===== src/rtl/lj_tx_consts.vh =====
`ifndef LJ_TX_CONSTS_VH
`define LJ_TX_CONSTS_VH
// Register byte offsets inside one device window
`define OFS_CTRL        8'h00
`define OFS_OFFSET      8'h04
`define OFS_SLOT_LO     8'h08
`define OFS_SLOT_HI     8'h0c
`define OFS_MASTER      8'h10
`define OFS_MANUAL      8'h14
`define OFS_STATUS      8'h18
`define OFS_SYNC        8'h1c
// Address windows: strap selects target, one bit marks broadcast
`define ADDR_WIN_LSB    10
`define ADDR_BCAST_BIT  12
// Control, status and slot register field positions
`define CTRL_TX_EN      0
`define CTRL_MASTER     1
`define CTRL_TRISTATE   2
`define CTRL_KEEPER     3
`define CTRL_LANE2      4
`define CTRL_DAISY      5
`define CTRL_LATCH      6
`define CTRL_BCLK_INV   7
`define CTRL_ERR_DIS    8
`define CTRL_AUTO_DIS   9
`define CTRL_WL_LSB     10
`define STS_ERR_BIT     8
`define SLOT_EN_BIT     6
// Reset values
`define CTRL_RST        12'h000
`define SLOT_RST        32'h03020100
`define SLOT_HI_RST     32'h07060504
`define OFFSET_RST      5'h00
`define MASTER_RST      28'h0400003
`define MANUAL_RST      8'h00
// Rate classification, frame periods in system clock cycles
`define CLK_HZ          40000000
`define PER_8K          (`CLK_HZ / 8000)
`define PER_16K         (`CLK_HZ / 16000)
`define PER_24K         (`CLK_HZ / 24000)
`define PER_32K         (`CLK_HZ / 32000)
`define PER_48K         (`CLK_HZ / 48000)
`define PER_96K         (`CLK_HZ / 96000)
`define PER_192K        (`CLK_HZ / 192000)
`define PER_384K        (`CLK_HZ / 384000)
`define PER_768K        (`CLK_HZ / 768000)
`define RATE_NONE       4'hf
`define RATIO_NONE      4'hf
`endif


===== src/rtl/lj_audio_serial_tx_clock_detect.v =====
// Chosen here: the APB register port and the placing of the registers.
`timescale 1ns/1ps
`include "lj_tx_consts.vh"
// What this block does
// - Left slot 0 MSB with frame sync rise
// - Right slot 0 MSB with frame sync fall
// - Later bits launch on bit clock falls
// - Remaining slots follow slot 0, no gaps
// - Driven frame sync changes on clock fall
// - Strap pins choose one of four addresses
// - Broadcast write reaches every device
// - Any channel maps to 64 slots
// - Optional release of unowned slots
// - Optional keeper holds last data level
// - Second data lane on general pin
// - Daisy-chain data from general input
// - Latch option delays input one cycle
// - Clock master or clock slave
// - Devices resynchronise for common sampling
// - Measure frame and bit clock rates
// - Set dividers from detected rate, ratio
// - Accept only supported rate, ratio pairs
// - Bad combination flags error, mutes record
// - Codes 0-31 left, 32-63 right slots
// - Slot start delay 0 to 31 cycles
// - Separate disables for error, auto config
module lj_audio_serial_tx_clock_detect (
  input  wire         sys_clk_i,            // System clock, 40 MHz
  input  wire         rst_n_i,              // Synchronous reset, active low
  input  wire         ce_i,                 // Clock enable, freezes state when low
  input  wire         psel_i,
  input  wire         penable_i,
  input  wire         pwrite_i,
  input  wire [12:0]  paddr_i,
  input  wire [31:0]  pwdata_i,
  output reg  [31:0]  prdata_o,
  output wire         pready_o,
  output wire         pslverr_o,
  input  wire [1:0]   addr_strap_i,         // Address strap pins
  output wire [1:0]   target_addr_o,        // Captured control target address
  input  wire [255:0] chan_data_i,          // Eight channel words, left aligned
  output reg          sample_take_o,        // Channel words captured this cycle
  input  wire         bit_clock_i,
  output reg          bit_clock_o,
  output wire         bit_clock_oe_o,
  input  wire         frame_sync_pin_i,
  output reg          frame_sync_pin_o,
  output wire         frame_sync_pin_oe_o,
  output reg          serial_data_o,
  output reg          serial_data_oe_o,
  output reg          serial_keeper_o,      // Keeper holds the line
  output reg          general_io_pin_one_o, // Second data lane
  output reg          general_io_pin_one_oe_o,
  input  wire         general_input_pins_i, // Daisy-chain data in
  output wire [7:0]   clk_cfg_o,            // Divider setting {ratio, rate}
  output wire         clock_error_o,        // Clock error, sticky
  output wire         record_mute_o         // Mute for record channels
);

  ////////////////////////////////////////////////////////////////////////////
  // Functions

  // Word length code to bit count minus one
  function [4:0] wl_last;
    input [1:0] code;
    begin
      case (code)
        2'd0:    wl_last = 5'd15;
        2'd1:    wl_last = 5'd19;
        2'd2:    wl_last = 5'd23;
        default: wl_last = 5'd31;
      endcase
    end
  endfunction

  // Bit clock count per frame to ratio index
  function [3:0] ratio_idx;
    input [11:0] n;
    begin
      case (n)
        12'd16:   ratio_idx = 4'h0;
        12'd24:   ratio_idx = 4'h1;
        12'd32:   ratio_idx = 4'h2;
        12'd48:   ratio_idx = 4'h3;
        12'd64:   ratio_idx = 4'h4;
        12'd96:   ratio_idx = 4'h5;
        12'd128:  ratio_idx = 4'h6;
        12'd192:  ratio_idx = 4'h7;
        12'd256:  ratio_idx = 4'h8;
        12'd384:  ratio_idx = 4'h9;
        12'd512:  ratio_idx = 4'ha;
        12'd1024: ratio_idx = 4'hb;
        12'd2048: ratio_idx = 4'hc;
        default:  ratio_idx = `RATIO_NONE;
      endcase
    end
  endfunction

  // Highest ratio index allowed at a rate index (8k .. 768k)
  function [3:0] ratio_max;
    input [3:0] r;
    begin
      case (r)
        4'd0:    ratio_max = 4'hc;
        4'd1:    ratio_max = 4'hb;
        4'd2:    ratio_max = 4'hb;
        4'd3:    ratio_max = 4'ha;
        4'd4:    ratio_max = 4'ha;
        4'd5:    ratio_max = 4'h8;
        4'd6:    ratio_max = 4'h6;
        4'd7:    ratio_max = 4'h4;
        default: ratio_max = 4'h2;
      endcase
    end
  endfunction

  ////////////////////////////////////////////////////////////////////////////
  // Registers and state

  reg  [11:0]  ctrl_reg;        // Control bits
  reg  [4:0]   offset_reg;      // Slot start delay
  reg  [31:0]  slot_lo_reg;     // Channels 0-3: enable + slot code
  reg  [31:0]  slot_hi_reg;     // Channels 4-7
  reg  [27:0]  master_reg;      // [7:0] half period minus one, [27:16] clocks per frame
  reg  [7:0]   manual_reg;      // Manual clock setting
  reg          err_reg;         // Sticky clock error
  reg  [3:0]   rate_reg;        // Detected rate index
  reg  [3:0]   ratio_reg;       // Detected ratio index
  reg          det_valid_reg;   // A frame sync rise was judged
  reg  [1:0]   strap_reg;       // Captured strap
  reg          strap_done_reg;  // Strap already captured
  reg          sync_reg;        // Resync pulse
  reg          bclk_prev_reg;   // Previous bit clock level
  reg          fs_prev_reg;     // Frame sync level at last fall
  reg          fs_rise_prev_reg;// Frame sync level at last rise
  reg  [4:0]   delay_cnt_reg;   // Offset countdown
  reg  [4:0]   bit_cnt_reg;     // Bit inside slot
  reg  [5:0]   slot_cnt_reg;    // {side, slot}
  reg          active_reg;      // Past the offset
  reg  [255:0] words_reg;       // Captured channel words
  reg  [1:0]   daisy_sh_reg;    // Daisy input history
  reg  [7:0]   div_cnt_reg;     // Master clock divider
  reg  [11:0]  mframe_cnt_reg;  // Master bit clock count
  reg  [15:0]  per_cnt_reg;     // System cycles per frame
  reg  [11:0]  bclk_cnt_reg;    // Bit clocks per frame

  wire         master  = ctrl_reg[`CTRL_MASTER];
  wire [4:0]   wl      = wl_last(ctrl_reg[`CTRL_WL_LSB+1:`CTRL_WL_LSB]);
  wire [63:0]  slots   = {slot_hi_reg, slot_lo_reg};

  ////////////////////////////////////////////////////////////////////////////
  // APB slave, zero wait states

  wire own_win   = (paddr_i[`ADDR_WIN_LSB+1:`ADDR_WIN_LSB] == strap_reg);
  wire bcast     = paddr_i[`ADDR_BCAST_BIT];
  wire [7:0] ofs = paddr_i[7:0];
  wire mapped    = (ofs[1:0] == 2'b00) && (ofs <= `OFS_SYNC) && paddr_i[9:8] == 2'b00;
  wire acc       = psel_i && penable_i && ce_i;
  wire wr_en     = acc && pwrite_i && mapped && (own_win || bcast);
  assign pready_o  = ce_i;
  assign pslverr_o = psel_i && penable_i && !mapped;
  assign target_addr_o = strap_reg;

  // Read mux; broadcast reads return zero since many slaves share them
  always @* begin
    prdata_o = 32'h0000_0000;
    if (psel_i && !pwrite_i && own_win && !bcast) begin
      case (ofs)
        `OFS_CTRL:    prdata_o = {20'h00000, ctrl_reg};
        `OFS_OFFSET:  prdata_o = {27'h0000000, offset_reg};
        `OFS_SLOT_LO: prdata_o = slot_lo_reg;
        `OFS_SLOT_HI: prdata_o = slot_hi_reg;
        `OFS_MASTER:  prdata_o = {4'h0, master_reg};
        `OFS_MANUAL:  prdata_o = {24'h000000, manual_reg};
        `OFS_STATUS:  prdata_o = {22'h000000, det_valid_reg, err_reg, ratio_reg, rate_reg};
        default:      prdata_o = 32'h0000_0000;
      endcase
    end
  end

  // Register writes, strap capture and resync pulse
  always @(posedge sys_clk_i) begin
    if (!rst_n_i) begin
      ctrl_reg       <= `CTRL_RST;
      offset_reg     <= `OFFSET_RST;
      slot_lo_reg    <= `SLOT_RST;
      slot_hi_reg    <= `SLOT_HI_RST;
      master_reg     <= `MASTER_RST;
      manual_reg     <= `MANUAL_RST;
      strap_reg      <= 2'b00;
      strap_done_reg <= 1'b0;
      sync_reg       <= 1'b0;
    end else if (ce_i) begin
      // Strap is read once after release, never under reset
      if (!strap_done_reg) begin
        strap_reg      <= addr_strap_i;
        strap_done_reg <= 1'b1;
      end
      sync_reg <= wr_en && (ofs == `OFS_SYNC);
      if (wr_en) begin
        case (ofs)
          `OFS_CTRL:    ctrl_reg    <= pwdata_i[11:0];
          `OFS_OFFSET:  offset_reg  <= pwdata_i[4:0];
          `OFS_SLOT_LO: slot_lo_reg <= pwdata_i;
          `OFS_SLOT_HI: slot_hi_reg <= pwdata_i;
          `OFS_MASTER:  master_reg  <= pwdata_i[27:0];
          `OFS_MANUAL:  manual_reg  <= pwdata_i[7:0];
          default: ;
        endcase
      end
    end
  end

  ////////////////////////////////////////////////////////////////////////////
  // Master clock generation: bit clock from a divider, frame sync from count

  assign bit_clock_oe_o      = master;
  assign frame_sync_pin_oe_o = master;

  // Divider toggles the bit clock; frame sync only moves on the falling half
  always @(posedge sys_clk_i) begin
    if (!rst_n_i || sync_reg) begin
      div_cnt_reg      <= 8'h00;
      mframe_cnt_reg   <= 12'h000;
      bit_clock_o      <= 1'b0;
      frame_sync_pin_o <= 1'b0;
    end else if (ce_i && master) begin
      if (div_cnt_reg >= master_reg[7:0]) begin
        div_cnt_reg <= 8'h00;
        bit_clock_o <= !bit_clock_o;
        if (bit_clock_o) begin
          // High half of frame carries left slots, low half right slots
          if (mframe_cnt_reg >= master_reg[27:16] - 12'd1)
            mframe_cnt_reg <= 12'h000;
          else
            mframe_cnt_reg <= mframe_cnt_reg + 12'd1;
          frame_sync_pin_o <= (mframe_cnt_reg >= master_reg[27:16] - 12'd1) ||
                              (mframe_cnt_reg < {1'b0, master_reg[27:17]} - 12'd1);
        end
      end else begin
        div_cnt_reg <= div_cnt_reg + 8'h01;
      end
    end
  end

  ////////////////////////////////////////////////////////////////////////////
  // Bit clock edge detection on the shared timing source

  // Inputs are synchronous; in master mode the own clock is used directly
  wire bclk_lvl = (master ? bit_clock_o : bit_clock_i) ^ ctrl_reg[`CTRL_BCLK_INV];
  wire fs_lvl   = master ? frame_sync_pin_o : frame_sync_pin_i;
  wire bclk_fall = bclk_prev_reg && !bclk_lvl;
  wire bclk_rise = !bclk_prev_reg && bclk_lvl;

  ////////////////////////////////////////////////////////////////////////////
  // Slot sequencing

  // Owner lookup for the current slot on each lane
  reg        own_hit;    // Primary lane owns slot
  reg  [2:0] own_ch;
  reg        own2_hit;   // Second lane owns slot
  reg  [2:0] own2_ch;
  integer    k;
  always @* begin
    own_hit  = 1'b0;
    own_ch   = 3'd0;
    own2_hit = 1'b0;
    own2_ch  = 3'd0;
    for (k = 7; k >= 0; k = k - 1) begin
      // Code 0-31 left group, 32-63 right group, as slot counter holds
      if (slots[k*8+`SLOT_EN_BIT] && slots[k*8 +: 6] == slot_cnt_reg) begin
        if (ctrl_reg[`CTRL_LANE2] && k >= 4) begin
          own2_hit = 1'b1;
          own2_ch  = k[2:0];
        end else begin
          own_hit = 1'b1;
          own_ch  = k[2:0];
        end
      end
    end
  end

  // Data bit of a channel, MSB first from the left-aligned word
  wire [7:0] bit_sel  = {own_ch, 5'd31 - bit_cnt_reg};
  wire [7:0] bit2_sel = {own2_ch, 5'd31 - bit_cnt_reg};
  wire       lane1_bit = words_reg[bit_sel];
  wire       lane2_bit = words_reg[bit2_sel];
  wire       daisy_bit = ctrl_reg[`CTRL_LATCH] ? daisy_sh_reg[1] : daisy_sh_reg[0];

  // Counters advance only on bit clock falls; a frame sync change restarts
  always @(posedge sys_clk_i) begin
    if (!rst_n_i || sync_reg) begin
      bclk_prev_reg <= bclk_lvl; // Idle level, so no false edge follows reset
      fs_prev_reg   <= 1'b0;
      delay_cnt_reg <= 5'h00;
      bit_cnt_reg   <= 5'h00;
      slot_cnt_reg  <= 6'h00;
      active_reg    <= 1'b0;
      words_reg     <= 256'h0;
      sample_take_o <= 1'b0;
      daisy_sh_reg  <= 2'b00;
    end else if (ce_i) begin
      bclk_prev_reg <= bclk_lvl;
      sample_take_o <= 1'b0;
      if (bclk_fall) begin
        fs_prev_reg  <= fs_lvl;
        daisy_sh_reg <= {daisy_sh_reg[0], general_input_pins_i};
        if (fs_lvl != fs_prev_reg) begin
          // Group start: rise starts left slots, fall starts right slots
          slot_cnt_reg  <= {!fs_lvl, 5'h00};
          bit_cnt_reg   <= 5'h00;
          delay_cnt_reg <= offset_reg;
          active_reg    <= (offset_reg == 5'h00);
          if (fs_lvl) begin
            words_reg     <= chan_data_i;
            sample_take_o <= 1'b1;
          end
        end else if (!active_reg) begin
          if (delay_cnt_reg <= 5'h01)
            active_reg <= 1'b1;
          delay_cnt_reg <= delay_cnt_reg - 5'h01;
        end else if (bit_cnt_reg >= wl) begin
          // Next slot follows at once; stays inside its group
          bit_cnt_reg  <= 5'h00;
          slot_cnt_reg <= {slot_cnt_reg[5], slot_cnt_reg[4:0] + 5'h01};
        end else begin
          bit_cnt_reg <= bit_cnt_reg + 5'h01;
        end
      end
    end
  end

  ////////////////////////////////////////////////////////////////////////////
  // Output lanes, registered so they move with the falling bit clock

  // The output lags the fall detect by one system cycle; a slot that nobody
  // owns is released, forwarded from the chain or driven low
  always @(posedge sys_clk_i) begin
    if (!rst_n_i) begin
      serial_data_o           <= 1'b0;
      serial_data_oe_o        <= 1'b0;
      serial_keeper_o         <= 1'b0;
      general_io_pin_one_o    <= 1'b0;
      general_io_pin_one_oe_o <= 1'b0;
    end else if (ce_i) begin
      if (!ctrl_reg[`CTRL_TX_EN]) begin
        serial_data_oe_o        <= 1'b0;
        general_io_pin_one_oe_o <= 1'b0;
        serial_keeper_o         <= ctrl_reg[`CTRL_KEEPER];
      end else begin
        if (active_reg && own_hit) begin
          serial_data_o    <= lane1_bit;
          serial_data_oe_o <= 1'b1;
          serial_keeper_o  <= 1'b0;
        end else if (active_reg && ctrl_reg[`CTRL_DAISY]) begin
          serial_data_o    <= daisy_bit;
          serial_data_oe_o <= 1'b1;
          serial_keeper_o  <= 1'b0;
        end else if (ctrl_reg[`CTRL_TRISTATE]) begin
          // Released line keeps last level only through the keeper
          serial_data_oe_o <= 1'b0;
          serial_keeper_o  <= ctrl_reg[`CTRL_KEEPER];
        end else begin
          serial_data_o    <= 1'b0;
          serial_data_oe_o <= 1'b1;
          serial_keeper_o  <= 1'b0;
        end
        // Second lane only exists while enabled
        general_io_pin_one_oe_o <= ctrl_reg[`CTRL_LANE2] &&
                                   ((active_reg && own2_hit) || !ctrl_reg[`CTRL_TRISTATE]);
        general_io_pin_one_o    <= active_reg && own2_hit && lane2_bit;
      end
    end
  end

  ////////////////////////////////////////////////////////////////////////////
  // Clock configuration detector

  // Period classification uses midpoints between neighbouring rates
  reg [3:0] rate_now;
  always @* begin
    if (per_cnt_reg > (`PER_8K + `PER_8K / 4))               rate_now = `RATE_NONE;
    else if (per_cnt_reg > (`PER_8K + `PER_16K) / 2)         rate_now = 4'd0;
    else if (per_cnt_reg > (`PER_16K + `PER_24K) / 2)        rate_now = 4'd1;
    else if (per_cnt_reg > (`PER_24K + `PER_32K) / 2)        rate_now = 4'd2;
    else if (per_cnt_reg > (`PER_32K + `PER_48K) / 2)        rate_now = 4'd3;
    else if (per_cnt_reg > (`PER_48K + `PER_96K) / 2)        rate_now = 4'd4;
    else if (per_cnt_reg > (`PER_96K + `PER_192K) / 2)       rate_now = 4'd5;
    else if (per_cnt_reg > (`PER_192K + `PER_384K) / 2)      rate_now = 4'd6;
    else if (per_cnt_reg > (`PER_384K + `PER_768K) / 2)      rate_now = 4'd7;
    else if (per_cnt_reg > (`PER_768K - `PER_768K / 4))      rate_now = 4'd8;
    else                                                     rate_now = `RATE_NONE;
  end

  wire [3:0] ratio_now = ratio_idx(bclk_cnt_reg);
  // Ratios 16 and 24 are reserved at 8 kHz; above that the table caps the ratio
  wire pair_ok = (rate_now != `RATE_NONE) && (ratio_now != `RATIO_NONE) &&
                 (ratio_now <= ratio_max(rate_now)) &&
                 !(rate_now == 4'd0 && ratio_now < 4'd2);
  wire frame_edge = bclk_rise && fs_lvl && !fs_rise_prev_reg;
  wire err_clr    = wr_en && (ofs == `OFS_STATUS) && pwdata_i[`STS_ERR_BIT];
  wire err_set    = frame_edge && !pair_ok && !ctrl_reg[`CTRL_ERR_DIS];

  // Count across one frame, judged at each frame sync rise
  always @(posedge sys_clk_i) begin
    if (!rst_n_i) begin
      fs_rise_prev_reg <= 1'b0;
      per_cnt_reg      <= 16'h0000;
      bclk_cnt_reg     <= 12'h000;
      rate_reg         <= `RATE_NONE;
      ratio_reg        <= `RATIO_NONE;
      det_valid_reg    <= 1'b0;
      err_reg          <= 1'b0;
    end else if (ce_i) begin
      // Saturating counters keep a stopped clock reading as out of range
      if (per_cnt_reg != 16'hffff)
        per_cnt_reg <= per_cnt_reg + 16'h0001;
      if (bclk_rise) begin
        fs_rise_prev_reg <= fs_lvl;
        if (bclk_cnt_reg != 12'hfff)
          bclk_cnt_reg <= bclk_cnt_reg + 12'h001;
      end
      if (frame_edge) begin
        per_cnt_reg   <= 16'h0001;
        bclk_cnt_reg  <= 12'h001;
        rate_reg      <= rate_now;
        ratio_reg     <= ratio_now;
        det_valid_reg <= 1'b1;
      end
      // A new error in the clearing cycle is kept
      if (err_set)
        err_reg <= 1'b1;
      else if (err_clr)
        err_reg <= 1'b0;
    end
  end

  // Auto setting unless disabled, then the manual setting applies
  assign clk_cfg_o     = ctrl_reg[`CTRL_AUTO_DIS] ? manual_reg : {ratio_reg, rate_reg};
  assign clock_error_o = err_reg;
  assign record_mute_o = err_reg;

endmodule // lj_audio_serial_tx_clock_detect


===== config.mk =====
export PLATFORM = sky130hd
export DESIGN_NAME = lj_audio_serial_tx_clock_detect
export DESIGN_NICKNAME = d
export VERILOG_FILES = /design/src/rtl/lj_audio_serial_tx_clock_detect.v
export VERILOG_INCLUDE_DIRS = /design/src /design/src/rtl
export SDC_FILE = /design/constraint.sdc
export NUM_CORES = 1
export LEC_CHECK = 0
export BUFFER_PORTS_ARGS = -buffer_cell sky130_fd_sc_hd__buf_4
export CORE_AREA = 3 3 267 203
export CTS_BUF_LIST = sky130_fd_sc_hd__clkbuf_8
export CTS_CLUSTER_DIAMETER = 80
export DETAILED_ROUTE_END_ITERATION = 16
export DIE_AREA = 0 0 270 206
export PLACE_DENSITY = 0.77
export SYNTH_ARGS = -nofsm -noshare
export SYNTH_HDL_FRONTEND = slang
export SYNTH_SLANG_ARGS = --single-unit

===== constraint.sdc =====
create_clock -name sys_clk_i -period 12.3 [get_ports sys_clk_i]
set_clock_uncertainty 0.1 [all_clocks]
set_input_delay 1.23 -clock sys_clk_i [delete_from_list [all_inputs] [get_ports sys_clk_i]]
set_output_delay 1.23 -clock sys_clk_i [all_outputs]
set_load 0.01 [all_outputs]

After elaboration in Yosys (flattened, before gate mapping)
Memories as Yosys holds them, arrays and structs flattened.
Index checks and enable logic that the tools add are counted.
{"block": "op_classes", "mux": 100, "magnitude_cmp": 20, "eq_ne": 38, "n_reduce_logical": 90, "n_bitwise": 2, "add_sub_neg": 10}
{"op": "32-bit case mux with 7 select lines", "count": 1}
{"op": "3-bit 2-to-1 mux", "count": 21}
{"op": "4-bit case mux with 13 select lines", "count": 1}
{"op": "6-bit equality test", "count": 8}
{"op": "12-bit 2-to-1 mux", "count": 4}
{"op": "1-bit 2-to-1 mux", "count": 47}
{"op": "4-bit 2-to-1 mux", "count": 10}
{"op": "1-bit logical AND", "count": 38}
{"op": "3-bit AND reduction", "count": 12}
{"op": "5-bit 2-to-1 mux", "count": 7}
{"op": "8-bit by 5-bit equality test with 1-bit output (second input constant)", "count": 4}
{"op": "16-bit by 11-bit greater-than comparator with 1-bit output (second input constant)", "count": 2}
{"op": "16-bit by 12-bit greater-than comparator with 1-bit output (second input constant)", "count": 2}
{"op": "16-bit 2-to-1 mux", "count": 2}
{"op": "32-bit 2-to-1 mux", "count": 1}
{"op": "12-bit by 1-bit adder with 12-bit output (second input constant)", "count": 2}
{"op": "12-bit by 5-bit equality test with 1-bit output (second input constant)", "count": 2}
{"op": "12-bit by 6-bit equality test with 1-bit output (second input constant)", "count": 2}
{"op": "12-bit by 7-bit equality test with 1-bit output (second input constant)", "count": 2}
{"op": "12-bit by 8-bit equality test with 1-bit output (second input constant)", "count": 2}
{"op": "12-bit by 9-bit equality test with 1-bit output (second input constant)", "count": 2}
{"op": "8-bit by 9-bit less-than comparator with 1-bit output (second input constant)", "count": 2}
{"op": "16-bit by 1-bit adder with 16-bit output (second input constant)", "count": 1}
{"op": "1-bit binary-select mux with 8-bit select", "count": 2}
{"op": "other kinds (48)", "count": 83}
{"block": "word_totals", "wordCells": 296, "mem_count": 1, "mem_bits_ro": 32, "out_inout_bits": 56, "register_bits": 465}
{"memory": "(no name shown)", "depth": 8, "word_bits": 4, "rd": 1, "rd_clocked_by_memory_dff": 0, "write_ports": 0, "line": "lj_audio_serial_tx_clock_detect.v:103", "text": "case (r)"}

Depth between registers and ports, before layout
An unclocked memory read counts as a cell.
{"block": "logic_depth", "word_depth": 21, "ltp_mapped": 20, "depth_no_buf": 20}

Worst setup path after synthesis
No wires, ideal clock.
{"block": "synth_timing", "path_kind": "input to output", "startpoint": "input paddr_i[1]", "endpoint": "output prdata_o[0]", "path_slack_ps": 8174, "arrival_time_ps": 2796, "stages": 7, "path_cell_list": "nor3_1 -> nand2_1 -> nor3_1 -> clkbuf_1 -> buf_1 -> a22oi_1 -> a21oi_1"}
{"block": "synth_via", "elab_chain_len": 3, "word_cells_on_any_way": 9}
{"item": "start, declared", "line": "lj_audio_serial_tx_clock_detect.v:34", "text": "input wire [12:0] paddr_i,"}
{"item": "8-bit by 5-bit equality test with 1-bit output, or another cell as far along", "line": "lj_audio_serial_tx_clock_detect.v:168", "text": "case (ofs)"}
{"item": "32-bit case mux with 7 select lines (*)", "line": "lj_audio_serial_tx_clock_detect.v:168"}
{"item": "32-bit 2-to-1 mux (*)", "line": "lj_audio_serial_tx_clock_detect.v:167", "text": "if (psel_i && !pwrite_i && own_win && !bcast) begin"}
{"item": "end, declared", "line": "lj_audio_serial_tx_clock_detect.v:36", "text": "output reg [31:0] prdata_o,"}
Mark *: on every way between the ends. The rest lies on a longest branch, timed or not.

Worst setup path after layout
{"block": "layout_timing", "startpoint": "input frame_sync_pin_i", "endpoint": "register words_reg[211]"}
{"block": "layout_via", "elab_chain_len": 3}
{"item": "start, declared", "line": "lj_audio_serial_tx_clock_detect.v:46", "text": "input wire frame_sync_pin_i,"}
{"item": "1-bit 2-to-1 mux (*)", "line": "lj_audio_serial_tx_clock_detect.v:251", "text": "wire fs_lvl = master ? frame_sync_pin_o : frame_sync_pin_i;"}
{"item": "named net fs_lvl", "line": "lj_audio_serial_tx_clock_detect.v:251"}
{"item": "1-bit != test", "line": "lj_audio_serial_tx_clock_detect.v:308", "text": "if (fs_lvl != fs_prev_reg) begin"}
{"item": "4-bit AND reduction (no source line) (*)"}
{"item": "end signal, assigned", "line": "lj_audio_serial_tx_clock_detect.v:315", "text": "words_reg <= chan_data_i;"}
{"item": "end, declared", "line": "lj_audio_serial_tx_clock_detect.v:140", "text": "reg [255:0] words_reg;"}
Mark *: on every way through the listed nets, which the timed path passes. The rest lies on a longest branch.
A chain may end at the register's enable or synchronous reset.

==> metrics.md <==
| Metric | Value |
|---|---|
| Status | finished clean |
| Critical path peak fanout | 97 |
| Post-CTS Setup Inserts | 0 |
| Fin crit share | 42.8% |
| Part of the Yosys area used for sequential elements | 40.0% |
| EDFF count, synth | 1 |
| Drt pass-1 iters | 6 |
| TritonCTS clock tree | done |
| Remaining global-route overflow | 0 |
| Worst-skew pair later-pin latency | 0.67 ns |
| Worst EP arrival | 5.73 ns |
| Hold_sp | words_reg[57]$_SDFFE_PP0P_ |
| Initial antenna violation count | 3 |
| Die W | 270 um |
| Least-Margin Pin Slew | 1.23 ns |
| Final Non-Filler Cells | 3869 |
| Layout cells sized above 1 | 19.9% |
| Synth area leader | dfxtp_1 |
| Setup violators final | 0 |
| H-tree levels | 3 |
| Number of global-route vias before repair | 20.2k |
| Root buf cell | clkbuf_8 |
| DR WL/cell | 18.3 um |
| Asr flop ratio synth | 0% |
| Largest stage delay, worst path | 0.85 ns |
| Post-DRT Antenna Nets | 0 |
| GR Layer Usage met3 | 5.37% |
| Yosys reg bits | 465 |
| Crit end category | flop |
| Worst r2r dst | words_reg[211]$_SDFFE_PP0P_ |
| Max clock buf depth | 3 |
| Core ar. | 51600 sq um |
| PwrDens | 114 nW/um^2 |
| I/O Buffers | 367 |
| Inserted Clock Buffers | 77 |
| Synth cell types | 77 |
| Dpl cells | 3735 |
| Top cell type's share of synthesized area | 39.9% |
| Cell Rows | 72 |
| Die Ht | 206 um |
| Final Cell Area | 27800 sq um |
| Met2 Resource Use GR | 37.6% |
| Yosys warnings | 0 |
| Placed instance area | 26300 sq um |
| Synth top area cells | dfxtp_1 40%, nand2_1 14%, a21oi_1 6.4% |
| Leakage power | 0.0106 uW |
| HPWL Detailed | 48.9 mm |
| Hold depth | 2 |
| Crit-path cells | buf_4 -> mux2i_1 -> inv_1 -> ha_1 -> nor2_1 -> nand2_4 -> buf_4 -> buf_4 -> nand2_1 -> a21oi_1 |
| WP buf/inv | 4 |
| Hold Crit Class | flop to flop |
| Max cap viols | 0 |
| Boundary Pins | 368 |
| R2R Path Start | ctrl_reg[1]$_SDFFE_PN0P_ |
| Top delay family on crit path | buffers and inverters |
| Critical path's most frequent cell | buf_4 |
| Final hold violation count | 0 |
| Final min period | 5.27 ns |
| Post-Syn Instances | 2852 |
| Post-CTS Resized | 0 |
| Worst hold endpoint | words_reg[57]$_SDFFE_PP0P_ |
| Initial DRC Count | 2155 |
| RSZ-0062 raised after global routing | no |
| Synthesized area | 23300 sq um |
| CP Class | primary input to flop |
| Reg clk slew, reported paths | 0.06 ns |
| Final Max Tran Viols | 0 |
| Via count | 21.4k |
| Final core utilization | 53.9% |
| Syn nets | 3224 |
| Syn_area_per_cell | 8.16 sq um |
| Startpoint Class | primary input |
| Met1 Track Usage GR | 34.7% |
| Peak VDD IR | 0.0000741 V |
| Critical-path top delay cell | buf_4 |
| Synth-to-Final Area Change | 19.7% |
| # DRC | 0 |
| Main synth FF type | dfxtp_1 |
| First-pass GRT wire length | 111 mm |
| GPL Wtd Cong | 0.913 |
| Max frequency | 0.190 GHz |
| # fillers | 4780 |
| Total die area | 55600 sq um |
| # clock sinks | 465 |
| Vias/cell | 5.53 |
| CP Data Required Time | 12.76 ns |
| GRT Max-Usage Layer | met2 |
| Reg2Reg Setup Slack | 7.07 ns |
| Largest net degree at the start of global routing | 101 |
| Slew headroom | 17.7% |
| GRT Util Overall | 24.7% |
| Fin nets | 3483 |
| CTS Hold Bufs | 0 |
| Largest register FFs | 256 |
| Initial Utilization | 45.1% |
| Total Wirelength | 70.8 mm |
| Post-route setup TNS | 0 ns |
| Length in cells of the worst reg-to-reg path | 9 |
-- worst max-delay path by stage --
stage,from,to,slack [ns],cells past startpoint
after global routing,ctrl_reg[1]$_SDFFE_PN0P_,words_reg[185]$_SDFFE_PP0P_,6.52,9
after floorplan,paddr_i[1],prdata_o[0],8.17,7
after CTS,ctrl_reg[1]$_SDFFE_PN0P_,words_reg[211]$_SDFFE_PP0P_,7.12,9
after detailed placement,frame_sync_pin_i,words_reg[211]$_SDFFE_PP0P_,6.41,10
final,frame_sync_pin_i,words_reg[211]$_SDFFE_PP0P_,7.03,10
after global placement,frame_sync_pin_i,words_reg[226]$_SDFFE_PP0P_,6.53,10
-- per-stage QoR --
step / setup slack, ns / hold WS (ns) / total power (uW)
final: 7.03 / 0.349 / 3180
after global routing: 6.52 / 0.369 / 3300
after CTS: 7.12 / 0.353 / 3210
after detailed placement: 6.41 / 0.346 / 1790
after global placement: 6.53 / 0.338 / 1790
after floorplan: 8.17 / 0.328 / 1670
-- power by group --
part	total [uW]	internal (uW)	switching, uW
Clock	1420	761	662
Combinational	218	109	110
Sequential	1540	1520	16.2
Total	3180	2390	788
-- cell usage after synthesis, types with 39 or more instances --
cell type / instances
mux4_2: 66
a21oi_1: 299
nand3_1: 66
xor2_1: 72
xnor2_1: 41
o21ai_0: 41
dfxtp_1: 464
inv_1: 39
nor2_1: 116
mux2i_1: 47
clkbuf_1: 176
a21boi_0: 102
nand2_1: 855
ha_1: 60
-- per-layer routing --
layer	up-vias	share of wire, %	routed length, um
met5	-	0.038	27
met4	4	2.9	2060
met3	166	8.3	5880
met2	827	44	31100
met1	10100	45	31700
li1	10300	-	-
-- area by class of cell --
class	instances	area, sq um	share of cell area [%]
antenna	1	2.50	0.00899
clock buffer	90	1240	4.45
clock inverter	43	345	1.24
inverter	39	146	0.526
multi-input combinational	2136	13000	46.6
sequential	465	9330	33.5
tap	703	880	3.16
timing repair buffer	392	2940	10.6
-- cell usage in the layout, fill, tap and decap left out, types with 11 or more instances in the layout --
| master | instances |
|---|---|
| a21boi_0 | 102 |
| a21o_1 | 15 |
| a21oi_1 | 299 |
| a22oi_1 | 35 |
| a31oi_1 | 11 |
| and2_1 | 11 |
| and3_1 | 16 |
| buf_4 | 392 |
| clkbuf_8 | 90 |
| dfxtp_1 | 462 |
| ha_1 | 60 |
| inv_1 | 60 |
| mux2_2 | 37 |
| mux2i_1 | 47 |
| mux4_2 | 66 |
| nand2_1 | 854 |
| nand2b_1 | 22 |
| nand3_1 | 65 |
| nand4_1 | 30 |
| nor2_1 | 116 |
| nor2b_1 | 19 |
| nor3_1 | 30 |
| nor4_1 | 14 |
| o211ai_1 | 12 |
| o21ai_0 | 41 |
| or3_1 | 15 |
| xnor2_1 | 41 |
| xor2_1 | 72 |
-- cells by family (layout without fill, tap and decap cells) --
| logic type | Yosys count | after routing | share of synthesized area, % |
|---|---|---|---|
| mux | 150 | 150 | 10.2 |
| compound gates | 581 | 581 | 15.4 |
| simple gates | 1232 | 1232 | 22.5 |
| flops | 465 | 465 | 40.0 |
| fa+ha+maj | 60 | 60 | 3.23 |
| buf+inv | 251 | 564 | 4.37 |
| other cells | 0 | 1 | 0 |
| xor+xnor | 113 | 113 | 4.25 |
-- worst reg2reg max path, delay by kind of cell (launching register included) --
family                     cells  cell delay [ns]
adders and majority gates      1             0.71
DFF                            1             0.53
and+or+nand+nor                3             1.04
muxes                          1             0.56
AOI/OAI and AO/OA              1             0.18
buffers and inverters          3             2.01
Power figures use the tool's default switching activity.
